===== src/rtl/spp_pkg.sv =====
// Package: constants and carrier types of the strobed parameter port
package spp_pkg;

    // ------------------------------------------------------------------
    // Clock and timing
    // ------------------------------------------------------------------
    localparam int CLK_MHZ = 10;
    // Times in nanoseconds, watchdog in milliseconds, figures as printed
    localparam int STROBE_TO_OUTPUT_DELAY_NS = 1500;
    localparam int PARAM_STROBE_WIDTH_MIN_NS = 6000;
    localparam int PARAM_STROBE_WIDTH_MAX_NS = 6800;
    localparam int INPUT_VALID_WINDOW_MIN_NS = 10500;
    localparam int INPUT_VALID_WINDOW_MAX_NS = 12500;
    localparam int NO_TESTMODE_LOW_WIDTH_NS  = 35000;
    localparam int TESTMODE_LOW_WIDTH_NS     = 50000;
    localparam int WATCHDOG_MIN_MS           = 50;
    localparam int WATCHDOG_MAX_MS           = 100;

    // Cycle counts: least times round up, longest round down
    localparam int CYC_OUT_DELAY  = STROBE_TO_OUTPUT_DELAY_NS * CLK_MHZ / 1000;
    localparam int CYC_STB_MIN    =
        (PARAM_STROBE_WIDTH_MIN_NS * CLK_MHZ + 999) / 1000;
    localparam int CYC_STB_MAX    = PARAM_STROBE_WIDTH_MAX_NS * CLK_MHZ / 1000;
    localparam int CYC_SAMPLE_MIN =
        (INPUT_VALID_WINDOW_MIN_NS * CLK_MHZ + 999) / 1000;
    localparam int CYC_SAMPLE_MAX = INPUT_VALID_WINDOW_MAX_NS * CLK_MHZ / 1000;
    localparam int CYC_NOTM       = NO_TESTMODE_LOW_WIDTH_NS * CLK_MHZ / 1000;
    localparam int CYC_TM         =
        (TESTMODE_LOW_WIDTH_NS * CLK_MHZ + 999) / 1000;
    localparam int CYC_WDOG_DEF   = WATCHDOG_MAX_MS * 1000 * CLK_MHZ;

    // Strobe low phase of 64 cycles (6.4 us), inside 6..6.8 us
    localparam int CYC_STB_LOW    = (CYC_STB_MIN + CYC_STB_MAX) / 2;
    // Sample point, middle of the input window
    localparam int CYC_SAMPLE     = (CYC_SAMPLE_MIN + CYC_SAMPLE_MAX) / 2;
    // Whole cycle length: after sample, before next strobe
    localparam int CYC_CYCLE      = CYC_SAMPLE_MAX + 1;

    localparam int CNT_W = 8;
    localparam int WD_W  = 24;

    // ------------------------------------------------------------------
    // Configuration codes and reset values
    // ------------------------------------------------------------------
    localparam logic [3:0] IO_CONF_INPUT  = 4'h7;
    localparam logic [3:0] PARAM_RST      = 4'hF;
    localparam logic [1:0] TEST_MODES     = 2'h3;

    // ------------------------------------------------------------------
    // Carrier types
    // ------------------------------------------------------------------
    typedef struct packed {
        logic       start;
        logic       data_req;
        logic [3:0] data;
    } spp_req_t;

    typedef struct packed {
        logic       done;
        logic       was_input;
        logic [3:0] data;
    } spp_rsp_t;

    typedef struct packed {
        logic [3:0] bit_o;
        logic [3:0] bit_oe_n;
        logic [3:0] pullup_en;
        logic       strobe_o;
        logic       strobe_oe_n;
        logic       strobe_pullup_en;
    } spp_pins_t;

endpackage


===== src/rtl/spp_sync.sv =====
// Two-flop synchroniser for the pin inputs
`timescale 1ns/10ps
module spp_sync #(
    parameter int W = 5
) (
    input  wire logic         sys_clk,
    input  wire logic         rst,
    input  wire logic [W-1:0] async_i,
    output logic      [W-1:0] sync_o
);
    typedef struct packed {
        logic [W-1:0] s1;
        logic [W-1:0] s2;
    } spp_sync_st_t;

    spp_sync_st_t st_q;
    spp_sync_st_t st_d;

    always_comb begin
        st_d    = st_q;
        st_d.s1 = async_i;
        st_d.s2 = st_q.s1;
    end

    // Pins idle high behind their pull-ups
    always_ff @(posedge sys_clk or posedge rst) begin
        if (rst) begin
            st_q <= '1;
        end else begin
            st_q <= st_d;
        end
    end

    assign sync_o = st_q.s2;
endmodule


===== src/rtl/spp_testmode.sv =====
// Test mode stepper driven by long low phases on the strobe pin
`timescale 1ns/10ps
module spp_testmode (
    input  wire logic       sys_clk,
    input  wire logic       rst,
    input  wire logic       strobe_low,
    output logic      [1:0] test_mode
);
    localparam int CNT_W_L = 10;
    localparam logic [CNT_W_L-1:0] TM_CNT = CNT_W_L'(spp_pkg::CYC_TM);

    typedef struct packed {
        logic [CNT_W_L-1:0] low_cnt;
        logic               stepped;
        logic [1:0]         mode;
    } spp_tm_st_t;

    spp_tm_st_t st_q;
    spp_tm_st_t st_d;

    always_comb begin
        st_d = st_q;
        if (!strobe_low) begin
            st_d.low_cnt = '0;
            st_d.stepped = 1'b0;
        end else if (st_q.low_cnt != TM_CNT) begin
            // Short lows, own strobes included, never reach the count
            st_d.low_cnt = st_q.low_cnt + 1'b1;
        end else if (!st_q.stepped) begin
            // One step per long pulse, however long it lasts
            st_d.stepped = 1'b1;
            st_d.mode    = (st_q.mode == spp_pkg::TEST_MODES)
                           ? 2'h0 : st_q.mode + 2'h1;
        end
    end

    // Only the hard reset, or a step past mode 3, cancels a test mode
    always_ff @(posedge sys_clk or posedge rst) begin
        if (rst) begin
            st_q <= '0;
        end else begin
            st_q <= st_d;
        end
    end

    assign test_mode = st_q.mode;
endmodule


===== src/rtl/spp_top.sv =====
// Strobed four-bit parameter port with strobe, watchdog and test modes
//
// Behaviour
// - Port direction set as one unit
// - Output data valid soon after falling edge
// - Strobe low pulse lasts 6 to 6.8 us
// - Input sampled 10.5 to 12.5 us after edge
// - No drive and sample in one cycle
// - Output default; input only code 7 request
// - Data pull-ups off when configuration code is 7
// - Open-drain pins with readable input stage
// - Strobe open-drain, released, readable as input
// - Long external low pulses step test modes
// - Short low phases leave test mode alone
// - Soft reset emits one regular strobe
// - Resets release all data output stages
// - Strobe silence triggers watchdog soft reset
`timescale 1ns/10ps
module spp_top #(
    parameter int WDOG_CYCLES = spp_pkg::CYC_WDOG_DEF
) (
    input  wire logic              sys_clk,
    input  wire logic              rst,
    input  wire logic              soft_reset_req,
    input  wire logic [3:0]        io_conf,
    input  wire spp_pkg::spp_req_t req,
    input  wire logic              data_strobe_seen,
    input  wire logic [3:0]        param_bits_i,
    input  wire logic              param_strobe_n_i,
    output spp_pkg::spp_rsp_t      rsp,
    output spp_pkg::spp_pins_t     pins,
    output logic                   soft_reset_out,
    output logic                   busy,
    output logic [1:0]             test_mode
);
    // ------------------------------------------------------------------
    // State
    // ------------------------------------------------------------------
    typedef enum logic [1:0] {
        SPP_IDLE,
        SPP_LOW,
        SPP_HIGH
    } spp_phase_t;

    typedef struct packed {
        spp_phase_t         phase;
        logic [spp_pkg::CNT_W-1:0] cnt;
        logic               dir_in;
        logic               odrive;
        logic               soft_pend;
        logic               prev_stb;
        logic [spp_pkg::WD_W-1:0]  wd_cnt;
        logic               wd_armed;
        logic [3:0]         out_data;
        spp_pkg::spp_rsp_t  rsp;
        spp_pkg::spp_pins_t pins;
        logic               soft_out;
        logic               busy;
    } spp_st_t;

    spp_st_t st_q;
    spp_st_t st_d;

    logic [4:0] pin_sync;
    logic [3:0] bits_s;
    logic       stb_s;

    localparam logic [spp_pkg::CNT_W-1:0] C_LOW =
        spp_pkg::CNT_W'(spp_pkg::CYC_STB_LOW);
    localparam logic [spp_pkg::CNT_W-1:0] C_SAMPLE =
        spp_pkg::CNT_W'(spp_pkg::CYC_SAMPLE);
    localparam logic [spp_pkg::CNT_W-1:0] C_CYCLE =
        spp_pkg::CNT_W'(spp_pkg::CYC_CYCLE);
    localparam logic [spp_pkg::WD_W-1:0] C_WDOG =
        spp_pkg::WD_W'(WDOG_CYCLES);

    // ------------------------------------------------------------------
    // Pin synchronisers and test mode stepper
    // ------------------------------------------------------------------
    spp_sync #(
        .W (5)
    ) u_sync (
        .sys_clk (sys_clk),
        .rst     (rst),
        .async_i ({param_strobe_n_i, param_bits_i}),
        .sync_o  (pin_sync)
    );

    assign bits_s = pin_sync[3:0];
    assign stb_s  = pin_sync[4];

    spp_testmode u_tm (
        .sys_clk    (sys_clk),
        .rst        (rst),
        .strobe_low (!stb_s),
        .test_mode  (test_mode)
    );

    // ------------------------------------------------------------------
    // Strobe cycle sequencer
    // ------------------------------------------------------------------
    always_comb begin
        st_d              = st_q;
        st_d.rsp.done     = 1'b0;
        st_d.soft_out     = 1'b0;
        st_d.prev_stb     = stb_s;

        // Watchdog: silence after a strobe forces a soft reset
        if (data_strobe_seen || (st_q.prev_stb && !stb_s)) begin
            st_d.wd_cnt   = '0;
            st_d.wd_armed = 1'b1;
        end else if (st_q.wd_armed) begin
            if (st_q.wd_cnt == C_WDOG - 1'b1) begin
                st_d.wd_armed  = 1'b0;
                st_d.soft_pend = 1'b1;
                st_d.soft_out  = 1'b1;
            end else begin
                st_d.wd_cnt = st_q.wd_cnt + 1'b1;
            end
        end

        if (soft_reset_req) begin
            st_d.soft_pend = 1'b1;
            st_d.soft_out  = 1'b1;
        end

        case (st_q.phase)
            SPP_IDLE: begin
                if (st_q.soft_pend || st_d.soft_pend) begin
                    // Reset strobe carries released data lines
                    st_d.soft_pend = 1'b0;
                    st_d.odrive    = 1'b0;
                    st_d.dir_in    = 1'b0;
                    st_d.phase     = SPP_LOW;
                    st_d.cnt       = '0;
                end else if (req.start) begin
                    st_d.dir_in   = (io_conf == spp_pkg::IO_CONF_INPUT)
                                    && req.data_req;
                    st_d.odrive   = !st_d.dir_in;
                    st_d.out_data = req.data;
                    st_d.phase    = SPP_LOW;
                    st_d.cnt      = '0;
                end
            end
            SPP_LOW: begin
                st_d.cnt = st_q.cnt + 1'b1;
                if (st_q.cnt == C_LOW - 1'b1) begin
                    st_d.phase = SPP_HIGH;
                end
            end
            SPP_HIGH: begin
                st_d.cnt = st_q.cnt + 1'b1;
                if (st_q.dir_in && st_q.cnt == C_SAMPLE) begin
                    st_d.rsp.data = bits_s;
                end
                if (st_q.cnt == C_CYCLE) begin
                    st_d.phase         = SPP_IDLE;
                    st_d.rsp.done      = 1'b1;
                    st_d.rsp.was_input = st_q.dir_in;
                end
            end
            default: begin
                st_d.phase = SPP_IDLE;
            end
        endcase

        // Soft reset releases the data output stages at once
        if (st_d.soft_out) begin
            st_d.odrive = 1'b0;
        end

        // Pin drive, all from registered state
        st_d.pins.strobe_o         = 1'b0;
        st_d.pins.strobe_oe_n      = (st_d.phase != SPP_LOW);
        st_d.pins.strobe_pullup_en = 1'b1;
        // Data changes with the falling edge and holds to the next
        if (st_d.phase == SPP_LOW && st_q.phase != SPP_LOW
            && st_d.odrive) begin
            st_d.pins.bit_o = 4'h0;
            st_d.pins.bit_oe_n = st_d.out_data;
        end
        if (!st_d.odrive) begin
            st_d.pins.bit_oe_n = 4'hF;
        end
        st_d.pins.pullup_en = (io_conf == spp_pkg::IO_CONF_INPUT)
                              ? 4'h0 : 4'hF;
        st_d.busy = (st_d.phase != SPP_IDLE);
    end

    always_ff @(posedge sys_clk or posedge rst) begin
        if (rst) begin
            st_q                       <= '0;
            st_q.phase                 <= SPP_IDLE;
            st_q.prev_stb              <= 1'b1;
            st_q.rsp.data              <= spp_pkg::PARAM_RST;
            st_q.out_data              <= spp_pkg::PARAM_RST;
            st_q.pins.bit_oe_n         <= 4'hF;
            st_q.pins.strobe_oe_n      <= 1'b1;
            st_q.pins.pullup_en        <= 4'hF;
            st_q.pins.strobe_pullup_en <= 1'b1;
        end else begin
            st_q <= st_d;
        end
    end

    assign rsp            = st_q.rsp;
    assign pins           = st_q.pins;
    assign soft_reset_out = st_q.soft_out;
    assign busy           = st_q.busy;
endmodule


===== config.mk =====
export PLATFORM = sky130hd
export DESIGN_NAME = spp_top
export DESIGN_NICKNAME = d
export VERILOG_FILES = /design/src/rtl/spp_pkg.sv /design/src/rtl/spp_sync.sv /design/src/rtl/spp_testmode.sv /design/src/rtl/spp_top.sv
export SDC_FILE = /design/constraint.sdc
export NUM_CORES = 1
export LEC_CHECK = 0
export ABC_CLOCK_PERIOD_IN_PS = 2800
export BUFFER_PORTS_ARGS = -buffer_cell sky130_fd_sc_hd__buf_2
export CAP_MARGIN = 20
export CORE_MARGIN = 2
export CORE_UTILIZATION = 32
export CTS_CLUSTER_DIAMETER = 60
export DETAILED_ROUTE_END_ITERATION = 7
export GPL_TIMING_DRIVEN = 0
export HOLD_SLACK_MARGIN = 0.08
export MAX_ROUTING_LAYER = met4
export PLACE_DENSITY = 0.48
export SLEW_MARGIN = 20
export SYNTH_ARGS = -nofsm -noshare
export SYNTH_HDL_FRONTEND = slang
export SYNTH_SLANG_ARGS = --single-unit

===== constraint.sdc =====
create_clock -name sys_clk -period 2.8 [get_ports sys_clk]
set_clock_uncertainty 0.15 [all_clocks]
set_input_delay 0.42 -clock sys_clk [delete_from_list [all_inputs] [get_ports sys_clk]]
set_output_delay 0.42 -clock sys_clk [all_outputs]
set_load 0.01 [all_outputs]

### Word level (Yosys, flattened, before mapping)

Cells that the tools add are included.
W data, S select, Z words.

* word-level logic and storage cells: 102
* bits of input ports: 19
* output and inout port bits: 25
* register bits after elaboration: 83

* bitwise operators: 3
* mux-type cells: 35
* $add $sub $neg: 4
* equality and inequality tests: 16
* reductions and logical operators: 22

Operator list (count)
* $mux W25: 2
* $mux W4: 7
* $add A24 B1 Y24 const B: 1
* $eq A24 B20 Y1 const B: 1
* $mux W12: 2
* $mux W24: 1
* $eq A8 B7 Y1 const B: 2
* $pmux W8 S2: 1
* $mux W2: 6
* $mux W1: 11
* $mux W11: 1
* $add A10 B1 Y10 const B: 1
* $mux W10: 1
* $ne A10 B9 Y1 const B: 1
* $reduce_and A2 Y1: 5
* $reduce_bool A2 Y1: 5
* $add A8 B1 Y8 const B: 1
* $eq A8 B6 Y1 const B: 1
* $mux W6: 1
* $ne A2 B1 Y1 const B: 3
* $pmux W2 S3: 1
* $logic_and A1 B1 Y1: 5
* $eq A2 B1 Y1 const B: 2
* $eq A2 B2 Y1 const B: 2
* other kinds (11): 16

### Depth between registers and ports, before layout

Gate-level depths: netlist of run 1.

* word-level depth: 13
* mapped depth: 8
* mapped depth without buffers: 8

### By module

From an unflattened synthesis of run 1, not the netlist that was laid out.

* cell total of the unflattened synthesis: 406
* area, all modules: 4144.0 um2

Modules (own cells, without submodules)
* spp_top: seq. area each 1445.1 um2, instances 1, area an instance 3155.5 um2, cells an instance 325
* spp_testmode: seq. area each 325.3 um2, instances 1, area an instance 721.9 um2, cells an instance 70
* spp_sync: seq. area each 262.8 um2, instances 1, area an instance 266.5 um2, cells an instance 11

### Worst setup path after synthesis of run 1

Ideal clock, no wire load.

* path kind: reg2reg
* from: reg st_q[51] in the netlist's numbering
* to: reg st_q[61] in the netlist's numbering
* cell stages (with the launch flop): 8
* data required time: 2572 ps
* clock period less this slack: 2463 ps
* slack: 337 ps
* data arrival time: 2236 ps
* buffers on the path: 1
* cells stage by stage: dfrtp_1 or4_4 nor4_4 and3_1 buf_6 o22ai_4 or4_1 a21oi_1

* longest elaborated chain between the ends: 8
* elaborated cells between the ends (all ways): 10
* classes of those cells: 2 x eq/ne; 6 x mux; 2 x reduce/logical

RTL lines
* from (decl): RTL line spp_top.sv:61 `spp_st_t st_q;`
* from (signal assigned): RTL line spp_top.sv:202 `st_q <= st_d;`
* $eq A24 B20 Y1 *: RTL line spp_top.sv:113 `if (st_q.wd_cnt == C_WDOG - 1'b1) begin`
* $mux W1 *: RTL line spp_top.sv:113
* $mux W1 *: RTL line spp_top.sv:112 `end else if (st_q.wd_armed) begin`
* $mux W1 *: RTL line spp_top.sv:109 `if (data_strobe_seen || (st_q.prev_stb && !stb_s)) begin`
* $mux W1 *: RTL line spp_top.sv:122 `if (soft_reset_req) begin`
* $logic_or A1 B1 Y1 *: RTL line spp_top.sv:129 `if (st_q.soft_pend || st_d.soft_pend) begin`
* $ne A3 B3 Y1 (no source line) / $mux W12 (equally long branches)
* $reduce_and A2 Y1 (no source line) / $pmux W8 S2 (equally long branches)

Mark *: on every way between the ends. The rest lies on a longest branch, timed or not.
A chain may end at the register's enable or synchronous reset.

### Worst setup path after layout of run 1

* from: reg st_q[28] in the netlist's numbering
* to: reg st_q[61] in the netlist's numbering

Same word-level chain as after synthesis.

==> reports/metrics.cfg, run 1 <==
[run_status]
status = finished, final reports clean

[finish]
register_area_sq_mm = 0.00203
layout.cells.non_filler = 622
drive_above_1_share_pct = 25.6
n_antenna_cell = 0
nets = 478
fillers = 1255
area_growth_pct = 21.1
multiInputGateArea_sq_mm = 0.00171

[clock_tree]
clock_latency_ns = 0.34
cts_made_buffers = 9
h-tree-depth = 3
clk_path_buf_depth = 2
cts_tree = built
clkSinkCount = 80
clkTransAtPathRegs_ns = 0.06
root_buffer = clkbuf_16

[timing]
period_share_pct = 91.8
setup_violations = 0
fin_crit_ns = 2.57
worstMarginPinSlew_ns = 0.884
hold_violations = 0
finalMaxSlewViolations = 0
rsz0062_at_grt = false
whs_ns = 0.131
slew_headroom_pct = 40.5
clock.fmax_mhz = 389

[pwr]
p_total_w = 0.00256
powerDensity_mw_per_mm2 = 530
ir_drop_v = 0.000621
p_leak_nw = 2.18

[floorplanning]
num_rows = 40
die_area_sq_mm = 0.0134
dieHeight_microns = 116
coreArea_sq_mm = 0.0121
start_util_pct = 32.9
ios = 44
fp.dieW_microns = 116

[detailed_routing]
vias = 2891
drt-pass1-iter-count = 4
wl_per_cell_microns = 12.6
totalWireLength_microns = 7870
drt_iter0_drc = 169
viasPerCell = 4.65
drc_errors = 0
ant_nets = 0

[setup_path]
end_kind = register
cp_data_arrival_time_ns = 2.68
crit_fanout = 10
crit_path_top_delay_cell = or4_1
max_stage_delay_ns = 0.51
worstSetupPathType = reg -> reg
timing.critical_path.cells = ha_1 > nand4_1 > a211oi_1 > and3_1 > buf_6 > o22ai_4 > or4_1 > a21oi_1
startpoint_type = register
crit_required_ns = 2.91

[grt]
overflow = 0
grt_pass1_vias = 2879
grt_pass1_wl_microns = 13800
track_usage_pct = 13.8
grt_max_degree = 51
antenna_found_initial = 0

[synthesis]
synth_cell_type_count = 52
synth.yosys.seq_area_share_pct = 51.0
synthArstFlopShare_pct = 100
synthFlopType = dfrtp_1
synth_cells = 390
yosys_warnings = 0
synth_edf_count = 0
synth_area_sq_mm = 0.00399
ys_ff_latch = 80
syn_area_per_cell_sq_um = 10.2

[job]
cap_violations = 0

[hold_path]
hp-class = in -> reg

[placed_design]
dp.cells = 600
io_buffers = 37
gp_congestion = 0.779
hpwl_microns = 5570

## where the power goes
| group | switching, W | internal [W] |
|---|---|---|
| combinational | 0.0000568 | 0.0000379 |
| clock | 0.000445 | 0.000828 |
| sequential | 0.0000113 | 0.00118 |
| total | 0.000514 | 0.00205 |
## logic make-up (layout without fill, tap and decap cells)
family / count (synthesis) / count (layout) / synth area share [%]
AOI/OAI and AO/OA: 59 / 59 / 9.85
xor gates and xnor gates: 29 / 29 / 6.37
adders and majority gates: 10 / 10 / 3.14
buffers and inverters: 49 / 109 / 6.99
DFF: 80 / 80 / 51.0
muxes: 9 / 9 / 2.48
other: 2 / 6 / 0.188
and+or+nand+nor: 152 / 152 / 20.0
## per-stage QoR
step,cell area [sq um],util (%),TNS [ns],setup slack (ns)
after CTS,4820,39.8,0,0.0700
after global routing,4830,39.9,0,0.00547
after floorplan,4010,-,0,0.220
final,4830,39.9,0,0.229
after global placement,4400,36.3,-54.53,-0.931
after detailed placement,4440,36.6,0,0.0854
## synth_stat cells (3+ instances only)
master | n | share of area [%]
and3_1 | 5 | 0.78
nand2_1 | 23 | 2.2
nor3_1 | 5 | 0.63
buf_4 | 23 | 4.3
nor2_1 | 48 | 4.5
xnor2_1 | 9 | 2.0
nand3_1 | 14 | 1.8
inv_1 | 18 | 1.7
clkbuf_1 | 5 | 0.47
nand4_1 | 18 | 2.8
dfrtp_1 | 55 | 34
or3_1 | 7 | 1.1
o21ai_0 | 20 | 2.5
o21bai_1 | 4 | 0.75
dfstp_2 | 25 | 16
nand2b_1 | 7 | 1.1
and4_1 | 6 | 1.3
a22o_1 | 3 | 0.66
nor4_1 | 5 | 0.78
a21oi_1 | 11 | 1.4
ha_1 | 10 | 3.1
nand3b_1 | 3 | 0.56
o211a_1 | 4 | 1.0
mux2_2 | 7 | 2.0
xor2_1 | 20 | 4.4
## routing by layer
| metal | routed length (microns) | global-route usage (%) | part of all wire, % | vias to the layer above |
|---|---|---|---|---|
| met2 | 3680 | 21.6 | 47 | 38 |
| met1 | 3770 | 16.4 | 48 | 1396 |
| met4 | 102 | 4.60 | 1.3 | 0 |
| met5 | 0 | - | 0 | - |
| met3 | 310 | 5.23 | 3.9 | 5 |
| li1 | - | - | - | 1452 |
## layout by cell type, fill, tap and decap left out, drive strengths merged, types with 7 or more instances in the layout
cell type	instances
a21oi	11
buf	63
clkbuf	19
dfrtp	55
dfstp	25
ha	10
inv	18
mux2	7
nand2	23
nand2b	7
nand3	14
nand4	18
nor2	48
o21ai	20
or3	7
xnor2	9
xor2	20
## area by class of cell
type	count	area share [%]
buffer	31	4.38
clock buffer	13	5.39
clock inverter	3	1.35
inverter	18	1.45
multi-input combinational	265	35.4
sequential	80	42.1
tap	168	4.35
timing repair buffer	44	5.65
## registers in the layout, summed over array words and instances, names as in the netlist
| signal | flops |
|---|---|
| busy | 1 |
| pins | 6 |
| rsp | 6 |
| soft_reset_out | 1 |
| st_q | 43 |
| u_sync.st_d | 5 |
| u_sync.sync_o | 5 |
| u_tm.st_q | 11 |
| u_tm.test_mode | 2 |
## critical path, delay by kind of cell (launching register included)
| family | cells | cell delay, ns |
|---|---|---|
| and+or+nand+nor | 3 | 0.95 |
| DFF | 1 | 0.42 |
| buffers and inverters | 1 | 0.14 |
| AOI/OAI and AO/OA | 3 | 0.63 |
| adders and majority gates | 1 | 0.20 |
## final timing paths
check / startpoint / endpoint / slack, ns / cells after the start
worst max-delay path: st_q[28] / st_q[61] / 0.23 / 8
worst min-delay path: io_conf[2] / pins[5] / 0.13 / 2
worst max register to register: st_q[28] / st_q[61] / 0.23 / 8
worst min register to register: u_sync.st_d[2] / u_sync.sync_o[2] / 0.20 / 0
max in group asynchronous: rst / pins[8] / 1.37 / 4
min in group asynchronous: rst / u_tm.st_q[7] / 0.49 / 3
## what timing repair did
| action | CTS | global route |
|---|---|---|
| hold buffers | 6 | 0 |
| endpoints found under the hold margin | 32 | 0 |
| setup endpoints to repair | 0 | 5 |
| setup buffers | 0 | 0 |
| resized for setup | 0 | 1 |
(Power assumes the default switching activity.)
==> run 2: changes to the inputs <==
--- a/config.mk
+++ b/config.mk
@@ -5,6 +5,7 @@
 export SDC_FILE = /design/constraint.sdc
 export NUM_CORES = 1
 export LEC_CHECK = 0
+export ABC_AREA = 1
 export ABC_CLOCK_PERIOD_IN_PS = 2800
 export BUFFER_PORTS_ARGS = -buffer_cell sky130_fd_sc_hd__buf_2
 export CAP_MARGIN = 20
@@ -19,4 +20,5 @@
 export SLEW_MARGIN = 20
 export SYNTH_ARGS = -nofsm -noshare
 export SYNTH_HDL_FRONTEND = slang
+export SYNTH_HIERARCHICAL = 1
 export SYNTH_SLANG_ARGS = --single-unit
==> reports/metrics.cfg, run 2 <==
[floorplanning]
start_util_pct = 32.7
dieHeight_microns = 120
num_rows = 42
fp.dieW_microns = 120
coreArea_sq_mm = 0.0132
die_area_sq_mm = 0.0144
ios = 44

[grt]
globalRouteMet1Util_pct = 17.8
grt_pass1_wl_microns = 15600
grt.met2_usage_pct = 21.7
grt.busiest_layer = met2
track_usage_pct = 14.0
overflow = 0
antenna_found_initial = 0
grt_pass1_vias = 3335
use_met3_pct = 2.57
grt_max_degree = 52

[finish]
drive_above_1_share_pct = 29.5
area_growth_pct = 19.3
mostFrequentLayoutCell = nand2_1
reg.largest.list = st_q (43), u_tm/st_q (11)
top_register = st_q
nets = 577
n_antenna_cell = 0
layout_common_cells = nand2_1, inv_1, dfrtp_1
largest_reg_flops = 43

[clock_tree]
clkTransAtPathRegs_ns = 0.07
cts_tree = built
clk_path_buf_depth = 2
clock_latency_ns = 0.35
cts_setup_buffers = 0
cts_resized = 0
clkSinkCount = 80
root_buffer = clkbuf_16
h-tree-depth = 3
cts_made_buffers = 9

[synthesis]
ys_ff_latch = 80
yosys.area_share.simple_pct = 27.3
synth_top_cell_area_share_pct = 31.9
synth_compound_gate_area_share_pct = 7.67
muxShareOfSynthArea_pct = 1.54
synth_xor_area_share_pct = 1.83
synth_area_sq_mm = 0.00431
synthMostInstantiatedCell = nand2_1
synth_top_family_by_area = simple AND/OR/NAND/NOR gates
synth_top_area_cell = dfrtp_1
syn_area_per_cell_sq_um = 8.81
synth.yosys.seq_area_share_pct = 47.2
synthArstFlopShare_pct = 100
synth_edf_count = 0
synth_cell_type_count = 48
synthFlopType = dfrtp_1
synthTopCellsByArea = dfrtp_1, dfstp_2, nand2_1
synth_cells = 489
yosys_warnings = 6
yosys.area_share.adder_pct = 2.90
synth_common_cells = nand2_1, inv_1, dfrtp_1

[detailed_routing]
wl_per_cell_microns = 11.9
drc_errors = 0
drt_iter0_drc = 145
drt-pass1-iter-count = 4
totalWireLength_microns = 8670
vias = 3284
viasPerCell = 4.50
ant_nets = 0

[setup_path]
worstSetupPathType = reg -> reg
cp_data_arrival_time_ns = 2.28
crit_fanout = 6
ff2ff_path_depth = 12
end_kind = register
crit_required_ns = 2.94
startpoint_type = register

[placed_design]
gp_congestion = 0.827
io_buffers = 37
place_ws_ns = 0.632
hpwl_microns = 6460

[timing]
finalMaxSlewViolations = 0
worstMarginPinSlew_ns = 0.536
clock.fmax_mhz = 467
hold_violations = 0
period_share_pct = 76.5
setup_violations = 0
slew_headroom_pct = 64.0
fin_crit_ns = 2.14
rsz0062_at_grt = false
setup_ws_ns = 0.658

[run_status]
status = finished, final reports clean

[pwr]
seqPwrFrac_pct = 41.5
pwr-share-comb_pct = 20.9
p_leak_nw = 2.40
p_switching_w = 0.00101
p_total_w = 0.00338
p_sw_share_pct = 29.9
internal_power_w = 0.00237
clkPwrFrac_pct = 37.6
powerDensity_mw_per_mm2 = 658
ir_drop_v = 0.000392

[hold_path]
hp-class = in -> reg
whs_path_depth = 3

[job]
cap_violations = 0

[run 2: changes by cell type in the layout (fill, tap and decap cells not counted), sizes merged, moves of 10 or more]
cell,change
inv,+57
nand3,+20
nor3,+10
nand2,+67
nor2,+10
xor2,-14
[run 2: area by class of cell]
cell class	count	area, sq um
tap	176	220
fill	1368	8050
clock inverter	6	68.8
inverter	72	273
multi-input combinational	313	1800
sequential	80	2030
timing repair buffer	44	273
clock buffer	10	250
buffer	28	220
[run 2: power groups by stage]
stage	logic [W]	registers [W]	clock network, W
2_1_floorplan	0.000545	0.00141	0
3_3_place_gp	0.000698	0.00142	0
5_1_grt	0.000822	0.00142	0.00135
4_1_cts	0.000722	0.00140	0.00130
3_5_place_dp	0.000713	0.00142	0
6_report	0.000707	0.00140	0.00127
[run 2: metrics by stage]
step | instances | TNS (ns) | cell area (sq um) | util (%) | hold slack, ns
3_5_place_dp | 707 | 0 | 4760 | 36.1 | 0.197
5_1_grt | 729 | 0 | 5140 | 38.9 | 0.172
2_1_floorplan | 493 | 0 | 4320 | - | 0.147
3_3_place_gp | 706 | -2.07 | 4730 | 35.8 | 0.195
4_1_cts | 729 | 0 | 5140 | 38.9 | 0.136
6_report | 729 | 0 | 5140 | 38.9 | 0.144
[run 2: worst paths after layout]
path,from,to,slack [ns]
max,u_sync/sync_o[4],pins[9],0.66
min,io_conf[3],pins[5],0.14
max reg2reg,u_sync/sync_o[4],pins[9],0.66
min reg2reg,u_sync/st_d[4],u_sync/sync_o[4],0.20
max in group asynchronous,rst,pins[1],1.60
min in group asynchronous,rst,u_tm/st_q[8],0.53
[run 2: timing repair]
action | in CTS | in global routing
hold endpoints to repair | 59 | 0
hold buffers | 6 | 0
endpoints found under the setup margin | 0 | 0
[run 2: cells by family (layout without fill, tap and decap cells)]
| kind of cell | count (synthesis) | in the layout |
|---|---|---|
| compound gates | 56 | 56 |
| xor+xnor | 9 | 9 |
| fa+ha+maj | 10 | 10 |
| buf+inv | 100 | 160 |
| flops | 80 | 80 |
| mux | 6 | 6 |
| other cells | 2 | 6 |
| simple gates | 226 | 226 |
[run 2: layer usage]
layer,vias up,wire (microns)
met2,61,4040
met3,11,314
met1,1536,4120
met5,-,0
met4,0,194
li1,1676,-
[run 2: critical path: stages (launching register included)]
cell and delay (ns):
dfstp_2 0.54, inv_2 0.04, nand2_2 0.05, nand2_2 0.12, nor2_2 0.26, nand4_4 0.17
nand4_4 0.12, nor2_1 0.06, nor2_2 0.14, nand4_2 0.18, nand2_2 0.13, nand2_1 0.06
nand2_1 0.06
